<file path="src/hdl/cpma_pkg.sv">
// Package of the CAN parameter-map agent: group numbers, field positions,
// identifier fields, reset values and timing constants.
// Assumes a single 200 MHz system clock.
package cpma_pkg;

  // Clock and report period.
  localparam int CLK_PERIOD_NS = 5;
  localparam int REPORT_PERIOD_NS = 1000000000;
  localparam int REPORT_PERIOD_CYCLES = REPORT_PERIOD_NS / CLK_PERIOD_NS;

  // Extended identifier layout: [28:24] priority field, [23:8] group number, [7:0] source.
  localparam logic [4:0] ID_PRIORITY = 5'h18;
  localparam logic [7:0] REMOTE_SOURCE = 8'h70;

  // Group numbers.
  localparam logic [15:0] PGN_ENGINE_SPEED = 16'hff90;
  localparam logic [15:0] PGN_MIN_SPEED = 16'hff91;
  localparam logic [15:0] PGN_MAX_SPEED = 16'hff92;
  localparam logic [15:0] PGN_ELECTRICAL = 16'hff93;
  localparam logic [15:0] PGN_HOURS_FUEL = 16'hff94;
  localparam logic [15:0] PGN_CTRL_STATE = 16'hff95;
  localparam logic [15:0] PGN_START_STOP = 16'hff96;
  localparam logic [15:0] PGN_AUTO_MANUAL = 16'hff97;
  localparam logic [15:0] PGN_MANUAL_LOCK = 16'hff98;
  localparam logic [15:0] PGN_PRESTART_ONE = 16'hff99;
  localparam logic [15:0] PGN_PRESTART_TWO = 16'hff9a;
  localparam logic [15:0] PGN_LOADED_SPEED = 16'hff9b;
  localparam logic [15:0] PGN_DISCHARGE = 16'hff9c;
  localparam logic [15:0] PGN_PRESS_START = 16'hff9d;
  localparam logic [15:0] PGN_PRESS_STOP = 16'hff9e;
  localparam logic [15:0] PGN_PRESS_TARGET = 16'hff9f;
  localparam logic [15:0] PGN_PRESS_BAND = 16'hffa0;
  localparam logic [15:0] PGN_SYS_LEVEL = 16'hffa1;
  localparam logic [15:0] PGN_LEVEL_START = 16'hffa2;
  localparam logic [15:0] PGN_LEVEL_STOP = 16'hffa3;
  localparam logic [15:0] PGN_LEVEL_TARGET = 16'hffa4;
  localparam logic [15:0] PGN_NV_SAVE = 16'hffbb;
  localparam logic [4:0] TX_GROUP_COUNT = 5'h15;

  // Payload bit positions of the single-bit fields.
  localparam int BIT_START_STOP = 16;
  localparam int BIT_AUTO_MANUAL = 16;
  localparam int BIT_MANUAL_LOCK = 17;
  localparam int BIT_PRESTART_ONE = 18;
  localparam int BIT_PRESTART_TWO = 19;
  localparam int BIT_NV_SAVE = 16;

  // Reset values of the writable fields.
  localparam logic [15:0] RST_WORD = 16'h0000;
  localparam logic [7:0] RST_BAND = 8'h00;
  localparam logic RST_FLAG = 1'b0;

  typedef enum logic [1:0] {
    CPMA_TX_IDLE = 2'b00,
    CPMA_TX_LOAD = 2'b01,
    CPMA_TX_SEND = 2'b10
  } cpma_tx_e;

endpackage

</file>
<file path="src/hdl/cpma_tick.sv">
// Divider that issues a one-cycle enable pulse every PERIOD clock cycles.
// Assumes PERIOD of at least two.
`timescale 1ns/100ps
module cpma_tick #(
  parameter int PERIOD = 200000000
) (
  input wire logic clk_in,
  input wire logic rst_b_in,
  output logic tick_out
);

  localparam int CW = $clog2(PERIOD);

  logic [CW-1:0] count;

  generate
    if (PERIOD < 2)
    begin : g_bad
      $error("cpma_tick: PERIOD must be at least 2");
    end
  endgenerate

  always_ff @(posedge clk_in or negedge rst_b_in)
  begin
    if (!rst_b_in)
    begin
      count <= '0;
      tick_out <= 1'b0;
    end
    else if (count == CW'(PERIOD - 1))
    begin
      count <= '0;
      tick_out <= 1'b1;
    end
    else
    begin
      count <= count + 1'b1;
      tick_out <= 1'b0;
    end
  end

endmodule

</file>
<file path="src/hdl/cpma_sync3.sv">
// Three-stage synchroniser for a level from outside the clock domain.
// The output changes only once the second and third stages agree.
`timescale 1ns/100ps
module cpma_sync3 #(
  parameter int WIDTH = 1
) (
  input wire logic clk_in,
  input wire logic rst_b_in,
  input wire logic [WIDTH-1:0] async_in,
  output logic [WIDTH-1:0] level_out
);

  logic [WIDTH-1:0] stage1;
  logic [WIDTH-1:0] stage2;
  logic [WIDTH-1:0] stage3;

  always_ff @(posedge clk_in or negedge rst_b_in)
  begin
    if (!rst_b_in)
    begin
      stage1 <= '0;
      stage2 <= '0;
      stage3 <= '0;
      level_out <= '0;
    end
    else
    begin
      stage1 <= async_in;
      stage2 <= stage1;
      stage3 <= stage2;
      for (int i = 0; i < WIDTH; i++)
      begin
        if (stage2[i] == stage3[i])
        begin
          level_out[i] <= stage3[i];
        end
      end
    end
  end

endmodule

</file>
<file path="src/hdl/cpma_agent.sv">
// CAN parameter-map agent: answers the proprietary parameter groups of an
// engine/pump controller. Frames arrive and leave at payload level; the
// bit-level CAN controller and the nonvolatile store sit outside.
// Assumes rx_valid_in is a one-cycle strobe from logic on clk_in and that
// the transmitter holds tx_ready_in high when it takes a frame.
`timescale 1ns/100ps
module cpma_agent #(
  parameter int REPORT_CYCLES = cpma_pkg::REPORT_PERIOD_CYCLES,
  parameter logic [7:0] DEVICE_SOURCE = 8'h00,
  // Identification patterns; the values are arbitrary.
  parameter logic [7:0] TX_IDENT0 = 8'h5a,
  parameter logic [7:0] TX_IDENT1 = 8'h3c,
  parameter logic [7:0] RX_IDENT0 = 8'h5b,
  parameter logic [7:0] RX_IDENT1 = 8'h3c
) (
  input wire logic clk_in,
  input wire logic rst_b_in,
  input wire logic comm_enable_in,
  input wire logic rx_valid_in,
  input wire logic [28:0] rx_id_in,
  input wire logic [63:0] rx_data_in,
  output logic tx_valid_out,
  input wire logic tx_ready_in,
  output logic [28:0] tx_id_out,
  output logic [63:0] tx_data_out,
  input wire logic [15:0] actual_speed_in,
  input wire logic [15:0] target_speed_in,
  input wire logic [15:0] system_voltage_in,
  input wire logic [15:0] oil_pressure_in,
  input wire logic [15:0] engine_temp_in,
  input wire logic [31:0] engine_hours_in,
  input wire logic [15:0] fuel_level_in,
  input wire logic [7:0] ctrl_state_in,
  input wire logic [15:0] discharge_pressure_in,
  input wire logic [15:0] system_level_in,
  input wire logic prestart_one_req_in,
  input wire logic prestart_two_req_in,
  output logic [15:0] min_speed_out,
  output logic [15:0] max_speed_out,
  output logic [15:0] loaded_speed_out,
  output logic [15:0] press_start_out,
  output logic [15:0] press_stop_out,
  output logic [15:0] press_target_out,
  output logic [7:0] press_band_out,
  output logic [15:0] level_start_out,
  output logic [15:0] level_stop_out,
  output logic [15:0] level_target_out,
  output logic auto_mode_out,
  output logic manual_lock_out,
  output logic engine_run_out,
  output logic prestart_one_out,
  output logic prestart_two_out,
  output logic nv_save_out
);

  typedef struct packed {
    logic [15:0] min_speed;
    logic [15:0] max_speed;
    logic [15:0] loaded_speed;
    logic [15:0] press_start;
    logic [15:0] press_stop;
    logic [15:0] press_target;
    logic [7:0] press_band;
    logic [15:0] level_start;
    logic [15:0] level_stop;
    logic [15:0] level_target;
    logic start_stop;
    logic auto_mode;
    logic manual_lock;
    logic pre_one_restrict;
    logic pre_two_restrict;
    logic save_armed;
    logic save_pulse;
    logic [7:0] last_state;
    logic [15:0] state_seconds;
    cpma_pkg::cpma_tx_e tx_state;
    logic [4:0] tx_index;
    logic [28:0] tx_id;
    logic [63:0] tx_data;
  } cpma_state_s;

  cpma_state_s state;
  cpma_state_s next_state;
  logic second_tick;
  logic link_enabled;
  logic auto_active;
  logic rx_accept;
  logic [15:0] rx_pgn;
  logic [15:0] rx_word;
  logic [15:0] tx_pgn;
  logic [63:0] tx_payload;

  generate
    if (REPORT_CYCLES < 2)
    begin : g_bad_period
      $error("cpma_agent: REPORT_CYCLES must be at least 2");
    end
  endgenerate

  cpma_tick #(
    .PERIOD(REPORT_CYCLES)
  ) u_tick (
    .clk_in(clk_in),
    .rst_b_in(rst_b_in),
    .tick_out(second_tick)
  );

  // The enable setting is a panel-side level and is treated as asynchronous.
  cpma_sync3 #(
    .WIDTH(1)
  ) u_enable_sync (
    .clk_in(clk_in),
    .rst_b_in(rst_b_in),
    .async_in(comm_enable_in),
    .level_out(link_enabled)
  );

  // Manual lock overrides the selected automatic mode.
  assign auto_active = state.auto_mode && !state.manual_lock;

  // Payload bit n is bit n of the vector; byte k holds bits 8k+7..8k, so
  // multi-byte fields go out least significant byte first.
  assign rx_pgn = rx_id_in[23:8];
  assign rx_word = rx_data_in[31:16];
  assign rx_accept = rx_valid_in && link_enabled
    && rx_id_in[28:24] == cpma_pkg::ID_PRIORITY
    && rx_id_in[7:0] == cpma_pkg::REMOTE_SOURCE
    && rx_data_in[7:0] == RX_IDENT0
    && rx_data_in[15:8] == RX_IDENT1;

  assign tx_pgn = cpma_pkg::PGN_ENGINE_SPEED + {11'h000, state.tx_index};

  // Payload of the group picked by the transmit index; all values raw.
  always_comb
  begin
    tx_payload = 64'h0000000000000000;
    tx_payload[7:0] = TX_IDENT0;
    tx_payload[15:8] = TX_IDENT1;
    case (tx_pgn)
      cpma_pkg::PGN_ENGINE_SPEED:
      begin
        tx_payload[31:16] = actual_speed_in;
        tx_payload[47:32] = target_speed_in;
      end
      cpma_pkg::PGN_MIN_SPEED: tx_payload[31:16] = state.min_speed;
      cpma_pkg::PGN_MAX_SPEED: tx_payload[31:16] = state.max_speed;
      cpma_pkg::PGN_ELECTRICAL:
      begin
        tx_payload[31:16] = system_voltage_in;
        tx_payload[47:32] = oil_pressure_in;
        tx_payload[63:48] = engine_temp_in;
      end
      cpma_pkg::PGN_HOURS_FUEL:
      begin
        tx_payload[47:16] = engine_hours_in;
        tx_payload[63:48] = fuel_level_in;
      end
      cpma_pkg::PGN_CTRL_STATE:
      begin
        tx_payload[23:16] = ctrl_state_in;
        tx_payload[39:24] = state.state_seconds;
      end
      cpma_pkg::PGN_START_STOP: tx_payload[cpma_pkg::BIT_START_STOP] = state.start_stop;
      cpma_pkg::PGN_AUTO_MANUAL: tx_payload[cpma_pkg::BIT_AUTO_MANUAL] = state.auto_mode;
      cpma_pkg::PGN_MANUAL_LOCK: tx_payload[cpma_pkg::BIT_MANUAL_LOCK] = state.manual_lock;
      cpma_pkg::PGN_PRESTART_ONE: tx_payload[cpma_pkg::BIT_PRESTART_ONE] = state.pre_one_restrict;
      cpma_pkg::PGN_PRESTART_TWO: tx_payload[cpma_pkg::BIT_PRESTART_TWO] = state.pre_two_restrict;
      cpma_pkg::PGN_LOADED_SPEED: tx_payload[31:16] = state.loaded_speed;
      cpma_pkg::PGN_DISCHARGE: tx_payload[31:16] = discharge_pressure_in;
      cpma_pkg::PGN_PRESS_START: tx_payload[31:16] = state.press_start;
      cpma_pkg::PGN_PRESS_STOP: tx_payload[31:16] = state.press_stop;
      cpma_pkg::PGN_PRESS_TARGET: tx_payload[31:16] = state.press_target;
      cpma_pkg::PGN_PRESS_BAND: tx_payload[23:16] = state.press_band;
      cpma_pkg::PGN_SYS_LEVEL: tx_payload[31:16] = system_level_in;
      cpma_pkg::PGN_LEVEL_START: tx_payload[31:16] = state.level_start;
      cpma_pkg::PGN_LEVEL_STOP: tx_payload[31:16] = state.level_stop;
      cpma_pkg::PGN_LEVEL_TARGET: tx_payload[31:16] = state.level_target;
      default: tx_payload[63:16] = 48'h000000000000;
    endcase
  end

  always_comb
  begin
    next_state = state;
    next_state.save_pulse = 1'b0;

    // Elapsed seconds restart whenever the controller changes state.
    next_state.last_state = ctrl_state_in;
    if (ctrl_state_in != state.last_state)
    begin
      next_state.state_seconds = 16'h0000;
    end
    else if (second_tick && state.state_seconds != 16'hffff)
    begin
      next_state.state_seconds = state.state_seconds + 16'h0001;
    end

    // Writes to read-only groups fall to the default branch and change nothing.
    if (rx_accept)
    begin
      case (rx_pgn)
        cpma_pkg::PGN_MIN_SPEED: next_state.min_speed = rx_word;
        cpma_pkg::PGN_MAX_SPEED: next_state.max_speed = rx_word;
        cpma_pkg::PGN_START_STOP: next_state.start_stop = rx_data_in[cpma_pkg::BIT_START_STOP];
        cpma_pkg::PGN_AUTO_MANUAL: next_state.auto_mode = rx_data_in[cpma_pkg::BIT_AUTO_MANUAL];
        cpma_pkg::PGN_MANUAL_LOCK: next_state.manual_lock = rx_data_in[cpma_pkg::BIT_MANUAL_LOCK];
        cpma_pkg::PGN_PRESTART_ONE: next_state.pre_one_restrict = rx_data_in[cpma_pkg::BIT_PRESTART_ONE];
        cpma_pkg::PGN_PRESTART_TWO: next_state.pre_two_restrict = rx_data_in[cpma_pkg::BIT_PRESTART_TWO];
        cpma_pkg::PGN_LOADED_SPEED: next_state.loaded_speed = rx_word;
        cpma_pkg::PGN_PRESS_START: next_state.press_start = rx_word;
        cpma_pkg::PGN_PRESS_STOP: next_state.press_stop = rx_word;
        cpma_pkg::PGN_PRESS_TARGET: next_state.press_target = rx_word;
        cpma_pkg::PGN_PRESS_BAND: next_state.press_band = rx_data_in[23:16];
        cpma_pkg::PGN_LEVEL_START: next_state.level_start = rx_word;
        cpma_pkg::PGN_LEVEL_STOP: next_state.level_stop = rx_word;
        cpma_pkg::PGN_LEVEL_TARGET: next_state.level_target = rx_word;
        cpma_pkg::PGN_NV_SAVE:
        begin
          // A one saves only if it is the first one since reset or a zero has been seen since the last save.
          if (rx_data_in[cpma_pkg::BIT_NV_SAVE])
          begin
            if (state.save_armed)
            begin
              next_state.save_pulse = 1'b1;
              next_state.save_armed = 1'b0;
            end
          end
          else
          begin
            next_state.save_armed = 1'b1;
          end
        end
        default: next_state.save_pulse = 1'b0;
      endcase
    end

    // Broadcast sequence: one pass per second over the 21 groups ff90 to ffa4; the save group ffbb is never sent.
    case (state.tx_state)
      cpma_pkg::CPMA_TX_IDLE:
      begin
        if (second_tick && link_enabled)
        begin
          next_state.tx_index = 5'h00;
          next_state.tx_state = cpma_pkg::CPMA_TX_LOAD;
        end
      end
      cpma_pkg::CPMA_TX_LOAD:
      begin
        if (!link_enabled)
        begin
          next_state.tx_state = cpma_pkg::CPMA_TX_IDLE;
        end
        else
        begin
          next_state.tx_id = {cpma_pkg::ID_PRIORITY, tx_pgn, DEVICE_SOURCE};
          next_state.tx_data = tx_payload;
          next_state.tx_state = cpma_pkg::CPMA_TX_SEND;
        end
      end
      cpma_pkg::CPMA_TX_SEND:
      begin
        if (!link_enabled)
        begin
          next_state.tx_state = cpma_pkg::CPMA_TX_IDLE;
        end
        else if (tx_ready_in)
        begin
          if (state.tx_index == cpma_pkg::TX_GROUP_COUNT - 5'h01)
          begin
            next_state.tx_state = cpma_pkg::CPMA_TX_IDLE;
          end
          else
          begin
            next_state.tx_index = state.tx_index + 5'h01;
            next_state.tx_state = cpma_pkg::CPMA_TX_LOAD;
          end
        end
      end
      default: next_state.tx_state = cpma_pkg::CPMA_TX_IDLE;
    endcase
  end

  always_ff @(posedge clk_in or negedge rst_b_in)
  begin
    if (!rst_b_in)
    begin
      state.min_speed <= cpma_pkg::RST_WORD;
      state.max_speed <= cpma_pkg::RST_WORD;
      state.loaded_speed <= cpma_pkg::RST_WORD;
      state.press_start <= cpma_pkg::RST_WORD;
      state.press_stop <= cpma_pkg::RST_WORD;
      state.press_target <= cpma_pkg::RST_WORD;
      state.press_band <= cpma_pkg::RST_BAND;
      state.level_start <= cpma_pkg::RST_WORD;
      state.level_stop <= cpma_pkg::RST_WORD;
      state.level_target <= cpma_pkg::RST_WORD;
      state.start_stop <= cpma_pkg::RST_FLAG;
      state.auto_mode <= cpma_pkg::RST_FLAG;
      state.manual_lock <= cpma_pkg::RST_FLAG;
      state.pre_one_restrict <= cpma_pkg::RST_FLAG;
      state.pre_two_restrict <= cpma_pkg::RST_FLAG;
      state.save_armed <= 1'b1;
      state.save_pulse <= 1'b0;
      state.last_state <= 8'h00;
      state.state_seconds <= 16'h0000;
      state.tx_state <= cpma_pkg::CPMA_TX_IDLE;
      state.tx_index <= 5'h00;
      state.tx_id <= 29'h00000000;
      state.tx_data <= 64'h0000000000000000;
    end
    else
    begin
      state <= next_state;
    end
  end

  assign tx_valid_out = (state.tx_state == cpma_pkg::CPMA_TX_SEND) && link_enabled;
  assign tx_id_out = state.tx_id;
  assign tx_data_out = state.tx_data;
  assign min_speed_out = state.min_speed;
  assign max_speed_out = state.max_speed;
  assign loaded_speed_out = state.loaded_speed;
  assign press_start_out = state.press_start;
  assign press_stop_out = state.press_stop;
  assign press_target_out = state.press_target;
  assign press_band_out = state.press_band;
  assign level_start_out = state.level_start;
  assign level_stop_out = state.level_stop;
  assign level_target_out = state.level_target;
  assign auto_mode_out = auto_active;
  assign manual_lock_out = state.manual_lock;
  assign engine_run_out = state.start_stop && auto_active;
  assign prestart_one_out = prestart_one_req_in && (!state.pre_one_restrict || auto_active);
  assign prestart_two_out = prestart_two_req_in && (!state.pre_two_restrict || auto_active);
  assign nv_save_out = state.save_pulse;

endmodule

</file>
<file path="config.mk">
export PLATFORM = sky130hd
export DESIGN_NAME = cpma_agent
export DESIGN_NICKNAME = d
export VERILOG_FILES = /design/src/hdl/cpma_pkg.sv /design/src/hdl/cpma_tick.sv /design/src/hdl/cpma_sync3.sv /design/src/hdl/cpma_agent.sv
export SDC_FILE = /design/constraint.sdc
export NUM_CORES = 1
export LEC_CHECK = 0
export ABC_AREA = 1
export BUFFER_PORTS_ARGS = -buffer_cell sky130_fd_sc_hd__buf_2
export CORE_AREA = 4 4 261 161
export CTS_CLUSTER_DIAMETER = 120
export DETAILED_ROUTE_END_ITERATION = 8
export DIE_AREA = 0 0 265 165
export GPL_TIMING_DRIVEN = 0
export PLACE_DENSITY = 0.69
export SYNTH_ARGS = -nofsm -noshare
export SYNTH_HDL_FRONTEND = slang
export SYNTH_HIERARCHICAL = 1
export SYNTH_SLANG_ARGS = --single-unit
export TNS_END_PERCENT = 5
</file>
<file path="constraint.sdc">
create_clock -name clk_in -period 2.55 [get_ports clk_in]
set_input_delay 0 -clock clk_in [delete_from_list [all_inputs] [get_ports clk_in]]
set_output_delay 0 -clock clk_in [all_outputs]
set_load 0.02 [all_outputs]
</file>
==> results_dict.tcl <==
set metrics [dict create \
    p_switching_mw 2.28 \
    peakVddDrop_uv 483 \
    max-cap-violations 0 \
    slew_viol_final 0 \
    fp.coreArea_sq_um 39800 \
    status "finished clean" \
    dp_hpwl_microns 55300 \
    clock_sinks 278 \
    ys_top_cells_by_count "903 x nand2_1, 277 x dfrtp_1, 250 x buf_4" \
    yosys_warnings 6 \
    wl_microns 73200 \
    worst_pin_slew_ns 0.882 \
    die_h_microns 165 \
    synth.distinct_cells 46 \
    slowest_delay_ns 0.41 \
    seq_area_sq_um 6960 \
    track_usage 0.320 \
    crit_required_ns 3.06 \
    vias_per_cell 5.15 \
    drive_above_1_share 0.288 \
    n_fill_cell 3757 \
    syn_inst 2406 \
    crit_type "register to register" \
    start_kind "register" \
    vias 18800 \
    crit_path_top_delay_cell "dfrtp_1" \
    ant_nets 0 \
    routedWlPerCell_microns 20.0 \
    ff2ff_path_depth 11 \
    cp-end-kind "register" \
    synth_area_leaders "dfrtp_1 40%, nand2_1 20%, buf_4 11%" \
    grt_antenna_before_repair 1 \
    setup_viol 0 \
    pwr-share-clk 0.457 \
    synth_area_sq_um 17200 \
    synth_seq_cells 278 \
    io_pins 520 \
    combPwrFrac 0.081 \
    p_sw_frac 0.238 \
    cts_buffers 29 \
    synth_flop_cell "dfrtp_1" \
    cp.buffers_inverters 3 \
    rows 57 \
    area_delta_synth_final_pct 34.6 \
    first_pass_iters 6 \
    drt-initial-drc-count 2310 \
    placedCellCount 3413 \
    cts.reportedPaths.clkPinSlew_ns 0.07 \
    total_power_mw 9.57 \
    relSlewSlack 0.408 \
    fmax_ghz 0.400 \
    initial_core_util 0.432 \
    fin_area_sq_um 23100 \
    yosys.area.top_type "dfrtp_1" \
    worstHoldPathType "primary input to async pin" \
    p_leak_nw 12.5 \
    hold_viol 0 \
    power_density_nw_per_um2 414 \
    skew_ns 0.0161 \
    synth_edf_count 0 \
    fin_nets 3374 \
    cpMostUsedCell "nand2_1" \
    period_needed_ns 2.50 \
    final_cells 3651 \
    post-route-drc-count 0 \
    rsz0062_at_grt "yes" \
    netlist.area_leader.share 0.403 \
    cp.depth 11 \
    grt_pass1_vias 17900 \
    seqPwrFrac 0.462 \
    cts-root-buf "clkbuf_16" \
    h-tree-depth 1 \
    multi_input_area_sq_um 7190 \
    die_x_microns 265 \
    cts_tree "built" \
    crit_chain "inv_1 -> ha_1 -> inv_1 -> nor2_1 -> nand2_1 -> clkbuf_1 -> o21ai_1 -> nor2_1 -> nand2_1 -> o21ai_1 -> nand2_1" \
    ys_seq_area_frac 0.405 \
    m1WireLength_microns 30800 \
    ys_async_sr_fraction 1.00 \
    highest_layer "met4" \
    dieArea_sq_um 43700 \
    route.met2.wl_microns 31500 \
    postPlaceCellArea_sq_um 20300 \
    grt_max_degree 115 \
    wl_met3_microns 7760 \
    syn_avg_cell_area_sq_um 7.15 \
    gp_congestion 1.00 \
    internal-power_mw 7.29 \
    portBuffers 455 \
    grt_pass1_wl_microns 107000 \
    tns_ns 0 \
    yosysMostFrequentCell "nand2_1" \
    grt-ovfl-total 0 \
    post-route-period-util 0.982 \
    cp_top_family "simple AND/OR/NAND/NOR gates" \
    clkLatencyLatePin_ns 0.58 \
    clockBufferDepth 3 \
    crit_arrival_ns 3.01 \
    worst-path-max-fanout 10 \
]
layout make-up:
class	count	area share
tap	531	0.0287
buffer	336	0.105
sequential	278	0.301
inverter	196	0.0319
timing repair buffer	644	0.182
multi-input combinational	1614	0.311
antenna	1	0.000108
clock inverter	10	0.00449
clock buffer	41	0.0363
registers in the layout, summed over array words and instances (netlist names), 6 cells and up:
name and flops:
tx_data_out 49, state 36, u_tick/count 28, level_start_out 16
level_stop_out 16, level_target_out 16, loaded_speed_out 16, max_speed_out 16
min_speed_out 16, press_start_out 16, press_stop_out 16, press_target_out 16
press_band_out 8, tx_id_out 6
cells by family (layout without fill, tap and decap cells):
logic type | Yosys count | after routing | synth area share
AOI/OAI and AO/OA | 142 | 142 | 0.0455
xor gates and xnor gates | 22 | 22 | 0.0112
adders and majority gates | 7 | 7 | 0.00509
buffers and inverters | 533 | 1227 | 0.184
DFF | 278 | 278 | 0.405
other | 1 | 21 | 0.000218
and+or+nand+nor | 1423 | 1423 | 0.349
timing repair:
action | in CTS | in global routing
endpoints found under the hold margin | 274 | 0
pin swaps | 0 | 1
gates resized for setup | 2 | 12
endpoints found under the setup margin | 10 | 18
hold buffers | 184 | 0
buffers inserted | 0 | 3
path summary, 6_finish.rpt:
kind	start	to	slack [ns]
max	state[94]$_DFFE_PN0P_	tx_data_out[24]$_DFFE_PN0P_	0.05
min	rst_b_in	tx_data_out[43]$_DFFE_PN0P_	0.006
max reg2reg	state[94]$_DFFE_PN0P_	tx_data_out[24]$_DFFE_PN0P_	0.05
min reg2reg	u_enable_sync/stage1$_DFF_PN0_	u_enable_sync/stage2$_DFF_PN0_	0.35
max in group asynchronous	rst_b_in	press_target_out[12]$_DFFE_PN0P_	1.13
min in group clk_in	system_voltage_in[11]	tx_data_out[27]$_DFFE_PN0P_	0.02
metal layers:
| metal | GRT usage | up-vias |
|---|---|---|
| met2 | 0.485 | 1089 |
| met1 | 0.453 | 8929 |
| li1 | - | 8607 |
| met5 | 0 | - |
| met3 | 0.0727 | 188 |
| met4 | 0.116 | 0 |
power by group through the flow:
stage	registers (mW)	logic (mW)	clock network (mW)
final	4.43	0.775	4.37
after global routing	4.43	0.827	4.58
after CTS	4.43	0.757	4.41
after detailed placement	4.51	0.530	0
after global placement	4.51	0.509	0
after floorplan	4.51	0.168	0
metrics by stage:
step                 util  hold WS, ns  worst slack, ns
finish              0.582      0.00557           0.0471
global placement    0.508        0.125            -3.95
detailed placement  0.509       0.0299           -0.163
CTS                 0.580      0.00183          0.00187
floorplan               -       -0.296            0.738
global route        0.582       0.0326          -0.0718
cell usage in the layout (no fill, tap or decap), drive strengths merged, types with 2 or more instances in the layout:
master,synthesis,layout
a21oi,17,17
a22o,6,6
a31oi,17,17
and2,4,4
buf,316,776
bufinv,0,2
clkbuf,21,61
clkinv,1,8
conb,1,20
dfrtp,277,277
dlygate4sd3,0,184
ha,7,7
inv,195,196
nand2,920,920
nand3,165,165
nand3b,20,20
nand4,37,37
nor2,260,260
nor3,11,11
nor3b,3,3
o211ai,3,3
o21ai,92,92
o31ai,2,2
xnor2,3,3
xor2,19,19
No activity file was read; power rests on OpenSTA's default activity.
